<file path="config.mk">
export PLATFORM = sky130hd
export DESIGN_NAME = mlu_top
export DESIGN_NICKNAME = d
export VERILOG_FILES = /design/src/rtl/mlu_pkg.sv /design/src/rtl/mlu_input_shaper.sv /design/src/rtl/mlu_adder_tree.sv /design/src/rtl/mlu_top.sv
export SDC_FILE = /design/constraint.sdc
export NUM_CORES = 1
export LEC_CHECK = 0
export ABC_AREA = 1
export BUFFER_PORTS_ARGS = -buffer_cell sky130_fd_sc_hd__buf_2
export CAP_MARGIN = 30
export CORE_MARGIN = 2
export CORE_UTILIZATION = 45
export CTS_CLUSTER_DIAMETER = 30
export DETAILED_ROUTE_END_ITERATION = 10
export PLACE_DENSITY = 0.69
export RECOVER_POWER = 25
export SYNTH_ARGS = -nofsm -noshare
export SYNTH_HDL_FRONTEND = slang
export SYNTH_SLANG_ARGS = --single-unit
</file>
<file path="constraint.sdc">
create_clock -name clk_sys_i -period 37 [get_ports clk_sys_i]
set_clock_uncertainty 0.1 [all_clocks]
set_input_delay 11.1 -clock clk_sys_i [delete_from_list [all_inputs] [get_ports clk_sys_i]]
set_output_delay 11.1 -clock clk_sys_i [all_outputs]
set_load 0.02 [all_outputs]
</file>
<file path="src/rtl/mlu_pkg.sv">
/*
  Package for the 48-input majority logic unit: dataway codes, subaddresses,
  register layouts, clock selections and pipeline constants.
  Assumes a single system clock; the dataway is presented synchronously.
*/
package mlu_pkg;

  // ----------------------------------------------------------------
  // dataway
  // ----------------------------------------------------------------
  localparam int DATA_W = 24;
  localparam logic [4:0] FN_READ = 5'h00;
  localparam logic [4:0] FN_WRITE = 5'h10;
  localparam logic [3:0] SUB_MASK_LO = 4'h0;
  localparam logic [3:0] SUB_MASK_HI = 4'h1;
  localparam logic [3:0] SUB_CLK_SEL = 4'h2;
  localparam logic [23:0] MASK_RESET = 24'hFF_FFFF;
  localparam logic [7:0] CLK_SEL_RESET = 8'h00;
  localparam int CLK_SEL_W = 8;

  // ----------------------------------------------------------------
  // inputs and pipeline
  // ----------------------------------------------------------------
  localparam int N_IN = 48;
  localparam int CNT_W = 6;
  localparam int PIPE_STAGES = 7;
  localparam int ONESHOT_CYC = 2;
  localparam int WIDE_STRETCH_CYC = 3;
  localparam int MAX_CLK_MHZ = 40;

  // ----------------------------------------------------------------
  // clock select values
  // ----------------------------------------------------------------
  typedef enum logic [7:0] {
    MLU_CLK_INT10 = 8'h00,
    MLU_CLK_INT20 = 8'h01,
    MLU_CLK_INT40 = 8'h02,
    MLU_CLK_EXT_B = 8'h03,
    MLU_CLK_EXT_C = 8'h04,
    MLU_CLK_EXT_D = 8'h05
  } mlu_clk_sel_t;

  // one dataway cycle
  typedef struct packed {
    logic strobe;
    logic [4:0] func;
    logic [3:0] sub;
    logic [23:0] wdata;
  } mlu_cmd_t;

  // response to the crate controller
  typedef struct packed {
    logic x;
    logic q;
    logic [23:0] rdata;
  } mlu_rsp_t;

endpackage : mlu_pkg

</file>
<file path="src/rtl/mlu_input_shaper.sv">
/*
  One input channel: mask, edge detect and one-shot.
  Assumes the input level has already been captured by the top's sampling flop.
*/
`timescale 1ns/1ps
module mlu_input_shaper
  import mlu_pkg::*;
(
  // clock and reset
  input wire logic clk_sys_i,
  input wire logic rst_n_i,
  // channel
  input wire logic level_i,
  input wire logic enable_i,
  input wire logic wide_mode_i,
  output logic pulse_o
);

  logic prev_q;
  logic [1:0] shot_q;
  logic edge_d;

  // ----------------------------------------------------------------
  // leading edge detect
  // ----------------------------------------------------------------
  always_ff @(posedge clk_sys_i or negedge rst_n_i) begin
    if (!rst_n_i) begin
      prev_q <= 1'b0;
    end else begin
      prev_q <= level_i;
    end
  end

  assign edge_d = level_i & ~prev_q & enable_i;

  // ----------------------------------------------------------------
  // one-shot: two periods, or three in wide-pulse mode
  // ----------------------------------------------------------------
  always_ff @(posedge clk_sys_i or negedge rst_n_i) begin
    if (!rst_n_i) begin
      shot_q <= 2'h0;
    end else if (edge_d) begin
      shot_q <= wide_mode_i ? 2'(WIDE_STRETCH_CYC) : 2'(ONESHOT_CYC);
    end else if (shot_q != 2'h0) begin
      shot_q <= shot_q - 2'h1;
    end
  end

  assign pulse_o = (shot_q != 2'h0);

endmodule : mlu_input_shaper

</file>
<file path="src/rtl/mlu_adder_tree.sv">
/*
  Pipelined population count of 48 bits, seven register stages.
  Assumes a new 48-bit vector every clock.
*/
`timescale 1ns/1ps
module mlu_adder_tree
  import mlu_pkg::*;
(
  // clock and reset
  input wire logic clk_sys_i,
  input wire logic rst_n_i,
  // data
  input wire logic [47:0] bits_i,
  output logic [5:0] count_o
);

  // stage 1: 16 groups of 3 bits -> 2-bit sums
  logic [15:0][1:0] s1_q;
  // stage 2: pairs -> 8 x 3-bit
  logic [7:0][2:0] s2_q;
  // stages 3/4: pairs -> 4 x 4-bit, split low/high
  logic [3:0][1:0] s3lo_q;
  logic [3:0][2:0] s3hi_q;
  logic [3:0][3:0] s4_q;
  // stages 5/6: pairs -> 2 x 5-bit, then 6-bit split
  logic [1:0][4:0] s5_q;
  logic [2:0] s6lo_q;
  // upper sum reaches 12, so it needs four bits
  logic [3:0] s6hi_q;
  logic [5:0] s7_q;

  // ----------------------------------------------------------------
  // adder pipeline; wide adds cut across two stages
  // ----------------------------------------------------------------
  // four-stage 20 MHz variant left out; seven stages kept
  always_ff @(posedge clk_sys_i or negedge rst_n_i) begin
    if (!rst_n_i) begin
      s1_q <= '0;
      s2_q <= '0;
      s3lo_q <= '0;
      s3hi_q <= '0;
      s4_q <= '0;
      s5_q <= '0;
      s6lo_q <= '0;
      s6hi_q <= '0;
      s7_q <= '0;
    end else begin
      for (int i = 0; i < 16; i++) begin
        s1_q[i] <= 2'(bits_i[3*i]) + 2'(bits_i[3*i+1]) + 2'(bits_i[3*i+2]);
      end
      for (int i = 0; i < 8; i++) begin
        s2_q[i] <= 3'(s1_q[2*i]) + 3'(s1_q[2*i+1]);
      end
      for (int i = 0; i < 4; i++) begin
        s3lo_q[i] <= 2'(s2_q[2*i][0]) + 2'(s2_q[2*i+1][0]);
        s3hi_q[i] <= 3'(s2_q[2*i][2:1]) + 3'(s2_q[2*i+1][2:1]);
        s4_q[i] <= {s3hi_q[i], 1'b0} + 4'(s3lo_q[i]);
      end
      for (int i = 0; i < 2; i++) begin
        s5_q[i] <= 5'(s4_q[2*i]) + 5'(s4_q[2*i+1]);
      end
      s6lo_q <= 3'(s5_q[0][1:0]) + 3'(s5_q[1][1:0]);
      s6hi_q <= 4'(s5_q[0][4:2]) + 4'(s5_q[1][4:2]);
      s7_q <= 6'({s6hi_q, 2'b00}) + 6'(s6lo_q);
    end
  end

  assign count_o = s7_q;

endmodule : mlu_adder_tree

</file>
<file path="src/rtl/mlu_top.sv">
/*
  48-input majority logic unit: masked, edge-triggered, one-shot shaped
  inputs summed by a pipelined tree; dataway access to mask and clock select.
  Assumes the selected clock arrives already muxed as clk_sys_i and that the
  dataway strobe is one clock wide and synchronous.
*/
// Overview of operation
// - sync each input, two-period one-shot
// - leading edge detect, two-period pulses (50 ns at 40 MHz)
// - seven-stage pipelined adder tree
// - count updates every clock, latency nine
// - 48-bit mask, write F16 read F0
// - accidental coincidence window 1.5 periods
// - real events within one period counted
// - six-bit count of inputs nine clocks back
// - the three-bit and five-bit adds span two stages
// - selectable internal or external clock, 40 MHz max
// - connector A outputs, B C D inputs
// - optional four-stage 20 MHz variant (left out here; only the seven-stage tree is built)
// - optional wide-pulse three-period stretch
// - optional threshold compare trigger output
// - registers via 24-bit dataway
// - subaddress 0 inputs 1-24, 1 inputs 25-48
// - clock select at subaddress 2
`timescale 1ns/1ps
module mlu_top
  import mlu_pkg::*;
(
  // clock and reset
  input wire logic clk_sys_i,
  input wire logic rst_n_i,
  // front panel inputs, connectors B C D
  input wire logic [47:0] hit_i,
  // options
  input wire logic wide_mode_i,
  input wire logic [5:0] threshold_i,
  // dataway
  input wire mlu_cmd_t cmd_i,
  output mlu_rsp_t rsp_o,
  // connector A outputs
  output logic [5:0] count_o,
  output logic trigger_o,
  output logic [7:0] clk_sel_o
);

  // ----------------------------------------------------------------
  // reset release
  // ----------------------------------------------------------------
  logic [1:0] rst_sync_q;
  logic rst_n;

  always_ff @(posedge clk_sys_i or negedge rst_n_i) begin
    if (!rst_n_i) begin
      rst_sync_q <= 2'b00;
    end else begin
      rst_sync_q <= {rst_sync_q[0], 1'b1};
    end
  end

  assign rst_n = rst_sync_q[1];

  // ----------------------------------------------------------------
  // registers
  // ----------------------------------------------------------------
  logic [23:0] mask_lo_q;
  logic [23:0] mask_hi_q;
  logic [7:0] clk_sel_q;
  logic is_read;
  logic is_write;
  logic sub_known;

  assign is_read = cmd_i.strobe && (cmd_i.func == FN_READ);
  assign is_write = cmd_i.strobe && (cmd_i.func == FN_WRITE);
  assign sub_known = (cmd_i.sub == SUB_MASK_LO) || (cmd_i.sub == SUB_MASK_HI)
                     || (cmd_i.sub == SUB_CLK_SEL);

  always_ff @(posedge clk_sys_i or negedge rst_n) begin
    if (!rst_n) begin
      mask_lo_q <= MASK_RESET;
      mask_hi_q <= MASK_RESET;
    end else if (is_write) begin
      if (cmd_i.sub == SUB_MASK_LO) begin
        mask_lo_q <= cmd_i.wdata;
      end else if (cmd_i.sub == SUB_MASK_HI) begin
        mask_hi_q <= cmd_i.wdata;
      end
    end
  end

  always_ff @(posedge clk_sys_i or negedge rst_n) begin
    if (!rst_n) begin
      clk_sel_q <= CLK_SEL_RESET;
    end else if (is_write && cmd_i.sub == SUB_CLK_SEL) begin
      // values above the last external clock, MLU_CLK_EXT_D, are ignored
      if (cmd_i.wdata[7:0] <= MLU_CLK_EXT_D) begin
        clk_sel_q <= cmd_i.wdata[7:0];
      end
    end
  end

  assign clk_sel_o = clk_sel_q;

  // read response, registered
  always_ff @(posedge clk_sys_i or negedge rst_n) begin
    if (!rst_n) begin
      rsp_o <= '0;
    end else begin
      rsp_o.x <= (is_read || is_write) && sub_known;
      rsp_o.q <= (is_read || is_write) && sub_known;
      if (is_read && cmd_i.sub == SUB_MASK_LO) begin
        rsp_o.rdata <= mask_lo_q;
      end else if (is_read && cmd_i.sub == SUB_MASK_HI) begin
        rsp_o.rdata <= mask_hi_q;
      end else if (is_read && cmd_i.sub == SUB_CLK_SEL) begin
        rsp_o.rdata <= {16'h0000, clk_sel_q};
      end else begin
        rsp_o.rdata <= 24'h00_0000;
      end
    end
  end

  // ----------------------------------------------------------------
  // input sampling and shaping
  // ----------------------------------------------------------------
  logic [47:0] sample_q;
  logic [47:0] shaped;
  logic [47:0] enable;

  assign enable = {mask_hi_q, mask_lo_q};

  always_ff @(posedge clk_sys_i or negedge rst_n) begin
    if (!rst_n) begin
      sample_q <= '0;
    end else begin
      sample_q <= hit_i;
    end
  end

  for (genvar g = 0; g < N_IN; g++) begin : g_in
    mlu_input_shaper u_shaper (
      .clk_sys_i(clk_sys_i),
      .rst_n_i(rst_n),
      .level_i(sample_q[g]),
      .enable_i(enable[g]),
      .wide_mode_i(wide_mode_i),
      .pulse_o(shaped[g])
    );
  end

  // ----------------------------------------------------------------
  // count and threshold
  // ----------------------------------------------------------------
  logic [5:0] count;

  mlu_adder_tree u_tree (
    .clk_sys_i(clk_sys_i),
    .rst_n_i(rst_n),
    .bits_i(shaped),
    .count_o(count)
  );

  assign count_o = count;

  always_ff @(posedge clk_sys_i or negedge rst_n) begin
    if (!rst_n) begin
      trigger_o <= 1'b0;
    end else begin
      trigger_o <= (count >= threshold_i) && (threshold_i != 6'h00);
    end
  end

endmodule : mlu_top

</file>
# --- Word-level counts from Yosys, hierarchy flattened ---
# Index checks and enable logic that the tools add are counted.
word_totals:
  ff_bits: 391
  in_bits: 91
  wordCells: 613
classes:
  muxes: 100
  reduce_logical: 113
  n_lt_le_gt_ge: 2
  n_eq_ne: 3
  bitwise_logic: 145
  addsub: 105
ops:
  columns: ["cell", "count"]
  rows:
  - ["2-bit 2-to-1 mux", 96]
  - ["2-bit nonzero test", 96]
  - ["1-bit bitwise AND", 96]
  - ["2-bit by 1-bit subtractor with 2-bit output, second input constant", 48]
  - ["1-bit NOT", 49]
  - ["24-bit 2-to-1 mux", 2]
  - ["1-bit by 1-bit adder with 2-bit output", 20]
  - ["2-bit by 2-bit adder with 3-bit output", 13]
  - ["2-bit by 1-bit adder with 2-bit output", 16]
  - ["4-bit by 2-bit adder with 4-bit output", 4]
  - ["4-bit by 4-bit adder with 5-bit output", 2]
  - ["8-bit by 3-bit <= comparator with 1-bit output, second input constant", 1]
  - ["1-bit logical AND", 8]
  - ["8-bit 2-to-1 mux", 1]
  - ["6-bit by 3-bit adder with 6-bit output", 1]
  - ["6-bit greater-or-equal comparator", 1]
  - ["6-bit nonzero test", 1]
  - ["5-bit equality test, second input constant", 1]
  - ["5-bit logical NOT", 1]
  - ["3-bit by 3-bit adder with 4-bit output", 1]
  - ["4-bit by 1-bit equality test with 1-bit output, second input constant", 1]
  - ["4-bit by 2-bit equality test with 1-bit output, second input constant", 1]
  - ["4-bit logical NOT", 1]
  - ["2-bit AND reduction", 2]
  - ["other kinds (3)", 5]

# --- Longest topological paths before layout ---
# Gate-level depths: netlist of run 1.
logic_depth:
  depth_word: 6
  mapped_depth: 8
  depth_no_buf: 8

# --- Hierarchy ---
# From an unflattened synthesis of run 1, not the netlist that was laid out.
unflattened:
  cells_unflattened: 1676
  hier_area_um2: 16573.4
modules_own_cells:
  columns: ["module", "seq_area_each_um2", "area_per_inst_um2", "cells_each", "instances"]
  rows:
  - ["mlu_input_shaper", 75.1, 152.6, 20, 48]
  - ["mlu_top", 3363.2, 4832.1, 436, 1]
  - ["mlu_adder_tree", 2877.8, 4414.2, 280, 1]

# --- Worst setup path before layout of run 1 ---
# Ideal clock, no wire load.
synth_path:
  path_type: "input to register"
  start: "input cmd_i[29] in the netlist's numbering"
  end: "register mask_lo_q[17]"
  setup_time_ns: 0.087
  path_buffers: 2
  required_time_ns: 36.813
  slack_ns: 24.806
  t_arrival_ns: 12.007
  path_stages: 8
  cell_sequence: "nor2_1 -> nand4_1 -> inv_2 -> nand2_2 -> buf_6 -> buf_6 -> nand2_1 -> o21ai_1"
synth_between:
  elab_chain_cells: 3
synth_rtl:
  columns: ["item", "line", "text"]
  rows:
  - ["from (decl)", "mlu_top.sv:38", "input wire mlu_cmd_t cmd_i,"]
  - ["5-bit equality test", "mlu_top.sv:73", "assign is_write = cmd_i.strobe && (cmd_i.func == FN_WRITE);"]
  - ["1-bit logical AND", "mlu_top.sv:73", null]
  - ["2-bit AND reduction (no line)", null, null]
  - ["to (signal assigned)", "mlu_top.sv:83", "mask_lo_q <= cmd_i.wdata;"]
  - ["to (decl)", "mlu_top.sv:65", "logic [23:0] mask_lo_q;"]
# Every way passes these cells.
# A chain may end at the register's enable or synchronous reset.

# --- Worst setup path after layout of run 1 ---
layout_path:
  start: "input cmd_i[27] in the netlist's numbering"
  end: "register mask_hi_q[6]"
layout_between:
  elab_chain_cells: 3
  elab_cells_between_ends: 4
layout_rtl:
  columns: ["item", "line", "text"]
  rows:
  - ["4-bit logical NOT", "mlu_top.sv:82", "if (cmd_i.sub == SUB_MASK_LO) begin"]
  - ["1-bit NOT (no line)", null, null]
  - ["3-bit AND reduction (no line) *", null, null]
  - ["to (signal assigned)", "mlu_top.sv:85", "mask_hi_q <= cmd_i.wdata;"]
  - ["to (decl)", "mlu_top.sv:66", "logic [23:0] mask_hi_q;"]
# Mark *: on every way between the ends. The rest lies on a longest branch, timed or not.

==> out/results.tsv, run 1 <==
stage	metric	value	unit
outcome	status	finished, violations left	
outcome	failing checks	capacitance limit, slew limit	
worst_setup_path	CP arrival	13090	ps
detailed_routing	Pre-Repair DR Iteration Count	5	
worst_setup_path	Critical Path Start	cmd_i[27]	
floorplanning	row count	68	
worst_setup_path	critical-path cell list	buf_2, nor2_8, nand2_4, nor2_4, nand2_2, o21ai_0	
sta	unrepaired setup endpoints after global routing	no	
pwr	P per Cell Area	91.9	mW/mm2
pwr	worst vdd ir	0.0434	mV
synthesis	FF+latch count, synth	391	
place	Placed Area	0.0169	mm2
cells_and_area	nets	1734	
worst_setup_path	FF-to-FF Start	rst_sync_q[1]$_DFF_PN0_	
place	number of port buffers	131	
synthesis	Post-synth EDFFs	0	
floorplanning	Die H	191	um
sta	Final setup viols	0	
sta	final hold vios	0	
synthesis	Mapped Avg Cell Area	11.9	um2
clock_network	total CTS buffers	81	
synthesis	Post-Synthesis Cells	1321	
worst_setup_path	buffer and inverter count on the worst path	1	
global_routing	largest net degree at the start of global routing	194	
clock_network	worst skew pair latency	590	ps
global_routing	first-pass GRT wire length	50400	um
clock_network	# clock sinks	391	
detailed_routing	Routed Antenna Nets	0	
worst_setup_path	Worst Setup Path Type	in -> reg	
clock_network	TritonCTS clock tree	built	
cells_and_area	share of cells above drive strength 1	22.2	%
sta	Fin Setup TNS	0	ps
synthesis	register area share after synthesis	62.6	%
detailed_routing	# DRC	0	
min_path	hold wc startpoint	u_tree.s6lo_q[0]$_DFF_PN0_	
detailed_routing	vias per cell	4.71	
clock_network	H-tree level count	3	
cells_and_area	fin area	0.0199	mm2
clock_network	CTS max path bufs	3	
worst_setup_path	element type at the critical path start	input pin	
floorplanning	initial core utilization	45.7	%
floorplanning	Die Span X	191	um
detailed_routing	DR iter-0 viols	475	
floorplanning	Die Area	0.0365	mm2
sta	Period minus WS final	12700	ps
clock_network	CTS resizes	0	
place	gpl congestion	0.792	
worst_setup_path	Crit Path Max Fanout	48	
sta	Pins Over Slew Limit	43	
worst_setup_path	crit end category	flip-flop	
worst_setup_path	critical path's slowest cell	nand2_2	
sta	Peak Freq	0.0787	GHz
sta	worst-margin pin slew	1660	ps
min_path	Hold WC Path Type	reg -> reg	
synthesis	fraction of registers with async set/reset	100	%
detailed_routing	vias	9634	
place	DP Wirelength	19400	um
synthesis	ys flop type	dfrtp_1	
flow_run	max cap viols	1	
floorplanning	I/O Pins	132	
global_routing	grt total ovfl	0	
synthesis	post-synthesis cell type count	33	
synthesis	Syn Std Cell Area	0.0157	mm2
global_routing	GRT Total Usage	17.6	%
sta	Tcrit/Tclk final	34.3	%
clock_network	postcts setup bufs	0	
synthesis	yosys warns	0	
floorplanning	Core Area	0.0345	mm2
global_routing	number of global-route vias before repair	10188	
detailed_routing	WL final	30100	um
cells_and_area	Filler cells	2704	
synthesis	Post-Syn Nets	1536	
clock_network	clk root buf	clkbuf_16	
worst_setup_path	Worst path top cell family by delay	simple AND/OR/NAND/NOR gates	
clock_network	CTS Hold Bufs	0	
worst_setup_path	CP required	37390	ps
cells_and_area	Synth-to-Final Area Change	26.3	%
pwr	Leak	9.88	nW
detailed_routing	wire per inst	14.7	um
global_routing	initial antenna violation count	2	
worst_setup_path	CP peak stage delay	700	ps
sta	relative slew slack	-10.8	%
clock_network	CTS clk-pin slew, worst paths	50	ps
-- through the flow --
step                total power [mW]  hold WS (ps)  cells  setup slack [ps]  utilization (%)
detailed placement              1.06           235   1890             23750             49.0
CTS                             1.85           243   2042             24320             57.6
global route                    1.96           252   2043             24110             57.7
finish                          1.83           248   2044             24300             57.7
floorplan                      0.951           231   1321             24810                -
global placement                1.03           234   1888             23830             48.9
-- where the power goes --
group	total (mW)	internal (mW)	leakage, nW	switching, mW
clock	0.768	0.521	1.43	0.246
combinational	0.429	0.192	3.93	0.237
sequential	0.631	0.566	4.53	0.0651
total	1.83	1.28	9.88	0.548
-- registers in the layout (all words and copies together) (netlist names), 8 cells and up --
signal,cells
u_tree.s5_q,10
sample_q,48
u_tree.s2_q,24
g_in.u_shaper.prev_q,48
clk_sel_o,8
u_tree.s3lo_q,8
g_in.u_shaper.shot_q,96
mask_lo_q,24
u_tree.s1_q,32
rsp_o,25
u_tree.s4_q,16
u_tree.s3hi_q,12
mask_hi_q,24
-- final timing paths --
kind                                                to  slack (ps)  cells past startpoint
max reg2reg                  mask_hi_q[19]$_DFFE_PN1P_       33740                      3
max in group asynchronous      rst_sync_q[1]$_DFF_PN0_       26500                      1
max                           mask_hi_q[6]$_DFFE_PN1P_       24300                      6
min in group asynchronous          trigger_o$_DFF_PN0_         600                      0
min                        u_tree.count_o[0]$_DFF_PN0_         250                      0
min reg2reg                u_tree.count_o[0]$_DFF_PN0_         250                      0
-- area by class of cell --
class,instances,area (um2),area share (%)
Antenna cell,1,2.50,0.0126
Inverter,226,848,4.27
Clock inverter,56,807,4.06
Multi-Input combinational cell,681,4890,24.6
Timing Repair Buffer,138,758,3.81
Sequential cell,391,9840,49.5
Clock buffer,96,2150,10.8
Tap cell,455,569,2.86
-- cells by family (layout without fill, tap and decap cells) --
| family | Yosys count | count (layout) | synth area share, % |
|---|---|---|---|
| flip-flops | 391 | 391 | 62.6 |
| AND/OR/NAND/NOR | 319 | 319 | 9.58 |
| AO/OA/AOI/OAI | 178 | 178 | 6.82 |
| adder cells (fa/ha/maj) | 124 | 124 | 11.4 |
| XOR/XNOR | 59 | 59 | 3.28 |
| other | 1 | 2 | 0.0238 |
| buffers and inverters | 249 | 516 | 6.33 |
-- layer usage --
layer	GRT usage, %	wire (um)	vias to the layer above
met4	7.36	695	2
met3	4.19	1660	52
met5	0	16	-
met1	22.6	13200	4695
met2	28.7	14500	230
li1	-	-	4655
-- layout by cell type (no fill, tap or decap), drive strengths merged, types with 2 or more instances in the layout --
cell and n:
o211ai 56, clkinvlp 8, dfstp 48, ha 92
fa 32, inv 239, clkinv 21, nand2 196
a21boi 3, o21ai 98, clkbuf 96, bufinv 14
nand3b 48, a21oi 19, dfrtp 343, buf 138
nand4 2, xnor2 2, xor2 57, nand3 42
nor2 30
-- synthesized netlist by cell type (all sizes together), types with 19 or more instances --
| master | number | area, um2 |
|---|---|---|
| dfrtp | 343 | 8580 |
| inv | 226 | 848 |
| nand2 | 196 | 748 |
| o21ai | 98 | 521 |
| ha | 92 | 1150 |
| xor2 | 57 | 499 |
| o211ai | 56 | 420 |
| dfstp | 48 | 1260 |
| nand3b | 48 | 360 |
| nand3 | 42 | 215 |
| fa | 32 | 641 |
| nor2 | 30 | 165 |
| a21oi | 19 | 95.1 |
(Power assumes the default switching activity.)
==> run 2: changes to the inputs <==
==> constraint.sdc (replaced) <==
create_clock -name clk_sys_i -period 13 [get_ports clk_sys_i]
set_clock_uncertainty 0.1 [all_clocks]
set_input_delay 3.9 -clock clk_sys_i [delete_from_list [all_inputs] [get_ports clk_sys_i]]
set_output_delay 3.9 -clock clk_sys_i [all_outputs]
set_load 0.02 [all_outputs]
==> run 2 against run 1 <==
- the flow still finishes with violations (capacitance limit, slew limit)
- sequential power grew to 2.8 times the previous value
- largest power group unchanged
- sequential share of layout area grew 0.32 points
- largest cell class unchanged
- clock-buffer cell count shrank 1
- critical path depth is the same
- flip-flop and latch count is the same
==> out/results.tsv, run 2 (same netlist as run 1, synthesis figures left out) <==
stage	metric	value	unit
outcome	status	finished, violations left	
outcome	failing checks	capacitance limit, slew limit	
detailed_routing	WL final	29400	um
clock_network	CTS clk-pin slew, worst paths	50	ps
detailed_routing	DRT met1 WL	13000	um
worst_setup_path	Crit Path Max Fanout	48	
clock_network	total CTS buffers	79	
cells_and_area	nets	1732	
detailed_routing	Pre-Repair DR Iteration Count	5	
pwr	Leak	9.83	nW
floorplanning	I/O Pins	132	
worst_setup_path	CP required	13370	ps
floorplanning	Die Area	0.0365	mm2
worst_setup_path	crit end category	flip-flop	
worst_setup_path	CP peak stage delay	680	ps
sta	worst-margin pin slew	1690	ps
pwr	worst vdd ir	0.126	mV
cells_and_area	biggest regs	g_in.u_shaper.shot_q (96), g_in.u_shaper.prev_q (48), sample_q (48)	
clock_network	CTS max path bufs	3	
floorplanning	Die Span X	191	um
place	number of port buffers	131	
detailed_routing	met3 wire length	1690	um
detailed_routing	top sig layer	met5	
detailed_routing	DR iter-0 viols	490	
sta	Tcrit/Tclk final	42.2	%
global_routing	largest net degree at the start of global routing	194	
cells_and_area	most frequent cells in the layout	dfrtp_1, inv_1, nand2_1, buf_2, ha_1	
detailed_routing	Routed Antenna Nets	0	
sta	final hold vios	0	
min_path	Hold WC Path Type	reg -> reg	
worst_setup_path	critical path's slowest cell	nand2_2	
place	Post-Place Cells	1890	
global_routing	number of global-route vias before repair	10009	
sta	Fin Setup TNS	0	ps
worst_setup_path	Worst path top cell family by delay	simple AND/OR/NAND/NOR gates	
floorplanning	initial core utilization	45.7	%
sta	Peak Freq	0.182	GHz
worst_setup_path	critical-path cell list	buf_2, nor2_8, nand2_4, nor2_4, nand2_2, o21ai_0	
sta	Min Hold Slack	234	ps
worst_setup_path	buffer and inverter count on the worst path	1	
global_routing	grt total ovfl	0	
clock_network	postcts setup bufs	0	
cells_and_area	register with the most flip-flops	g_in.u_shaper.shot_q	
clock_network	CTS resizes	0	
global_routing	first-pass GRT wire length	49100	um
sta	Period minus WS final	5490	ps
global_routing	initial antenna violation count	2	
clock_network	TritonCTS clock tree	built	
clock_network	CTS Hold Bufs	0	
detailed_routing	vias per cell	4.68	
sta	worst setup margin	7510	ps
sta	Pins Over Slew Limit	43	
sta	relative slew slack	-12.6	%
cells_and_area	share of cells above drive strength 1	22.2	%
clock_network	H-tree level count	3	
clock_network	# clock sinks	391	
pwr	P per Cell Area	258	mW/mm2
flow_run	max cap viols	1	
cells_and_area	max FFs per register	96	
cells_and_area	Synth-to-Final Area Change	25.5	%
sta	Final setup viols	0	
floorplanning	Die H	191	um
worst_setup_path	CP arrival	5860	ps
floorplanning	Core Area	0.0345	mm2
detailed_routing	wire per inst	14.4	um
cells_and_area	commonest non-fill, non-tap cell in the layout	dfrtp_1	
place	gpl congestion	0.792	
detailed_routing	met2 wire length	14100	um
global_routing	GRT Total Usage	17.0	%
sta	unrepaired setup endpoints after global routing	no	
floorplanning	row count	68	
clock_network	clk root buf	clkbuf_16	
detailed_routing	vias	9549	
clock_network	worst skew pair latency	570	ps
cells_and_area	non-filler cells, final	2040	
place	DP Wirelength	19300	um
detailed_routing	# DRC	0	
place	DP Worst Slack	6920	ps
worst_setup_path	Worst Setup Path Type	in -> reg	
worst_setup_path	element type at the critical path start	input pin	
[run 2: final timing paths]
path,slack (ps),to,start,cells past startpoint
max reg2reg,9720,mask_lo_q[20]$_DFFE_PN1P_,rst_sync_q[1]$_DFF_PN0_,3
max in group asynchronous,9680,rst_sync_q[1]$_DFF_PN0_,rst_n_i,1
min in group asynchronous,610,trigger_o$_DFF_PN0_,rst_sync_q[1]$_DFF_PN0_,0
max,7510,mask_hi_q[5]$_DFFE_PN1P_,cmd_i[27],6
min reg2reg,230,u_tree.s4_q[4]$_DFF_PN0_,u_tree.s3lo_q[2]$_DFF_PN0_,0
min,230,u_tree.s4_q[4]$_DFF_PN0_,u_tree.s3lo_q[2]$_DFF_PN0_,0
[run 2: per-stage QoR]
stage	power, mW	util (%)	instance area [um2]
global route	5.47	57.3	19700
CTS	5.17	57.3	19700
floorplan	2.71	-	15700
global placement	2.92	48.9	16900
finish	5.09	57.3	19800
detailed placement	3.02	49.0	16900
[run 2: report_power, final]
part,switching (mW),internal [mW]
combinational,0.666,0.543
sequential,0.184,1.61
clock,0.665,1.42
total,1.51,3.58
[run 2: per-layer routing]
layer / GRT usage, % / vias to the layer above
met3: 4.74 / 42
met4: 6.20 / 2
met2: 27.3 / 213
li1: - / 4649
met1: 22.2 / 4643
met5: 0 / -
[run 2: layout make-up]
type	instances	area, um2
Multi-Input combinational cell	681	4890
Timing Repair Buffer	138	758
Tap cell	455	569
Antenna cell	1	2.50
Clock buffer	95	2210
Clock inverter	53	619
Sequential cell	391	9840
Inverter	226	848
Fill cell	2746	14700
==> run 3: changes to the inputs <==
--- a/config.mk
+++ b/config.mk
@@ -12,7 +12,7 @@
 export CORE_UTILIZATION = 45
 export CTS_CLUSTER_DIAMETER = 30
 export DETAILED_ROUTE_END_ITERATION = 10
-export PLACE_DENSITY = 0.69
+export PLACE_DENSITY = 0.71
 export RECOVER_POWER = 25
 export SYNTH_ARGS = -nofsm -noshare
 export SYNTH_HDL_FRONTEND = slang
==> constraint.sdc (replaced) <==
create_clock -name clk_sys_i -period 4.55 [get_ports clk_sys_i]
set_clock_uncertainty 0.1 [all_clocks]
set_input_delay 1.365 -clock clk_sys_i [delete_from_list [all_inputs] [get_ports clk_sys_i]]
set_output_delay 1.365 -clock clk_sys_i [all_outputs]
set_load 0.02 [all_outputs]
==> run 3 against run 2 <==
- the flow now finishes without violations
- critical path depth unchanged
- die area unchanged
- wire length increased by 2.3%
- worst hold slack improved by 16 ps
- clock power increased to 2.7 times the previous value
- cell count down 0.59%
- highest routed layer is now met4
- global-route usage increased by 0.32 points
- core utilization is 0.45 points lower
==> out/results.tsv, run 3 (same netlist as run 1, synthesis figures left out) <==
stage	metric	value	unit
pwr	Cell Int Power	9.95	mW
worst_setup_path	reg-to-reg endpoint	sample_q[42]$_DFF_PN0_	
detailed_routing	DR iter-0 viols	572	
pwr	Seq pwr share	35.7	%
place	DP Worst Slack	968	ps
pwr	Sw Share	30.7	%
sta	worst setup margin	1540	ps
outcome	status	completed	
floorplanning	Die Span X	191	um
sta	Peak Freq	0.332	GHz
place	gpl congestion	0.832	
flow_run	max cap viols	0	
detailed_routing	wire per inst	14.8	um
clock_network	clk root buf	clkbuf_16	
cells_and_area	biggest regs	g_in.u_shaper.shot_q (96), g_in.u_shaper.prev_q (48), sample_q (48)	
worst_setup_path	Worst Setup Path Type	in -> reg	
cells_and_area	share of cells above drive strength 1	21.2	%
worst_setup_path	FF-to-FF path depth	1	
cells_and_area	register with the most flip-flops	g_in.u_shaper.shot_q	
floorplanning	I/O Pins	132	
min_path	Hold EP	u_tree.s4_q[8]$_DFF_PN0_	
global_routing	GRT Total Usage	17.4	%
worst_setup_path	Crit Path Max Fanout	48	
worst_setup_path	FF-to-FF Start	rst_sync_q[1]$_DFF_PN0_	
floorplanning	row count	68	
worst_setup_path	CP arrival	3370	ps
clock_network	CTS resizes	0	
clock_network	postcts setup bufs	0	
place	number of port buffers	131	
floorplanning	initial core utilization	45.7	%
global_routing	grt total ovfl	0	
cells_and_area	nets	1726	
detailed_routing	vias per cell	4.77	
detailed_routing	Routed Antenna Nets	0	
floorplanning	Die Area	0.0365	mm2
clock_network	worst skew pair latency	590	ps
cells_and_area	Synth-to-Final Area Change	24.6	%
detailed_routing	# DRC	0	
pwr	Combinational Power Share	24.3	%
global_routing	number of global-route vias before repair	10146	
clock_network	TritonCTS clock tree	built	
worst_setup_path	crit end category	flip-flop	
cells_and_area	ANT cells	0	
clock_network	H-tree level count	3	
pwr	Leak	9.73	nW
sta	relative slew slack	32.2	%
sta	Fin Setup TNS	0	ps
global_routing	first-pass GRT wire length	49700	um
worst_setup_path	CP required	4910	ps
cells_and_area	max FFs per register	96	
detailed_routing	vias	9679	
cells_and_area	commonest non-fill, non-tap cell in the layout	dfrtp_1	
sta	final hold vios	0	
global_routing	largest net degree at the start of global routing	131	
pwr	P_sw	4.41	mW
sta	Tcrit/Tclk final	66.2	%
detailed_routing	WL final	30000	um
clock_network	CTS Hold Bufs	0	
cells_and_area	most frequent cells in the layout	dfrtp_1, inv_1, nand2_1, buf_2, ha_1	
sta	Final setup viols	0	
clock_network	CTS max path bufs	3	
sta	worst-margin pin slew	1010	ps
sta	unrepaired setup endpoints after global routing	no	
min_path	Hold WC Path Type	reg -> reg	
pwr	worst vdd ir	0.404	mV
floorplanning	Die H	191	um
min_path	Worst Hold Path Cells	0	
pwr	P per Cell Area	733	mW/mm2
clock_network	CTS clk-pin slew, worst paths	50	ps
detailed_routing	Pre-Repair DR Iteration Count	4	
place	DP Wirelength	19300	um
worst_setup_path	setup slack, reg-to-reg	2780	ps
worst_setup_path	element type at the critical path start	input pin	
global_routing	initial antenna violation count	0	
floorplanning	Core Area	0.0345	mm2
clock_network	total CTS buffers	75	
clock_network	# clock sinks	391	
pwr	clock share of power	39.9	%
sta	Pins Over Slew Limit	0	
sta	Period minus WS final	3010	ps
min_path	hold wc startpoint	u_tree.s3lo_q[4]$_DFF_PN0_	
run 3: final cells by class:
type / instances / area, um2
fillers: 2733 / 14900
flip-flops and latches: 391 / 9850
multi-input cells: 681 / 4890
clock buffers: 90 / 2030
inverters: 226 / 848
repair buffers: 136 / 736
clock inverters: 49 / 664
well taps: 455 / 569
run 3: metal layers:
layer	vias to the layer above	wire length (um)	global-route usage, %
li1	4640	-	-
met1	4747	13300	22.7
met2	233	14400	28.0
met3	59	1510	4.00
met4	0	822	7.16
met5	-	0	0
run 3: power by group through the flow:
stage	Sequential [mW]	Combinational [mW]	Clock, mW
floorplan	5.11	2.61	0
global placement	5.13	3.21	0
detailed placement	5.18	3.46	0
CTS	5.15	3.59	5.84
global route	5.24	4.17	6.02
finish	5.13	3.50	5.73
run 3: worst max-delay path by stage:
| stage | startpoint | endpoint | slack (ps) | depth (start not counted) |
|---|---|---|---|---|
| 2_1_floorplan | rst_sync_q[1]$_DFF_PN0_ | clk_sel_o[0]$_DFFE_PN0P_ | 630 | 0 |
| 3_3_place_gp | cmd_i[27] | mask_hi_q[8]$_DFFE_PN1P_ | 1100 | 6 |
| 3_5_place_dp | cmd_i[27] | mask_hi_q[8]$_DFFE_PN1P_ | 970 | 6 |
| 4_1_cts | cmd_i[27] | mask_hi_q[8]$_DFFE_PN1P_ | 1570 | 6 |
| 5_1_grt | cmd_i[27] | mask_hi_q[8]$_DFFE_PN1P_ | 1360 | 6 |
| 6_report | cmd_i[27] | mask_hi_q[8]$_DFFE_PN1P_ | 1540 | 6 |
run 3: stage by stage:
step	hold slack [ps]	power (mW)	util, %	std cells	area, um2
after floorplan	231	7.72	-	1321	15700
after global placement	234	8.34	49.0	1888	16900
after detailed placement	239	8.64	49.1	1889	16900
after CTS	251	14.6	56.9	2028	19600
after global routing	265	15.4	56.9	2028	19600
final	250	14.4	56.9	2028	19600
run 3: worst max-delay path: stages:
cell	delay (ps)
buf_2	130
nor2_8	180
nand2_4	110
nor2_4	450
nand2_2	680
o21ai_0	440
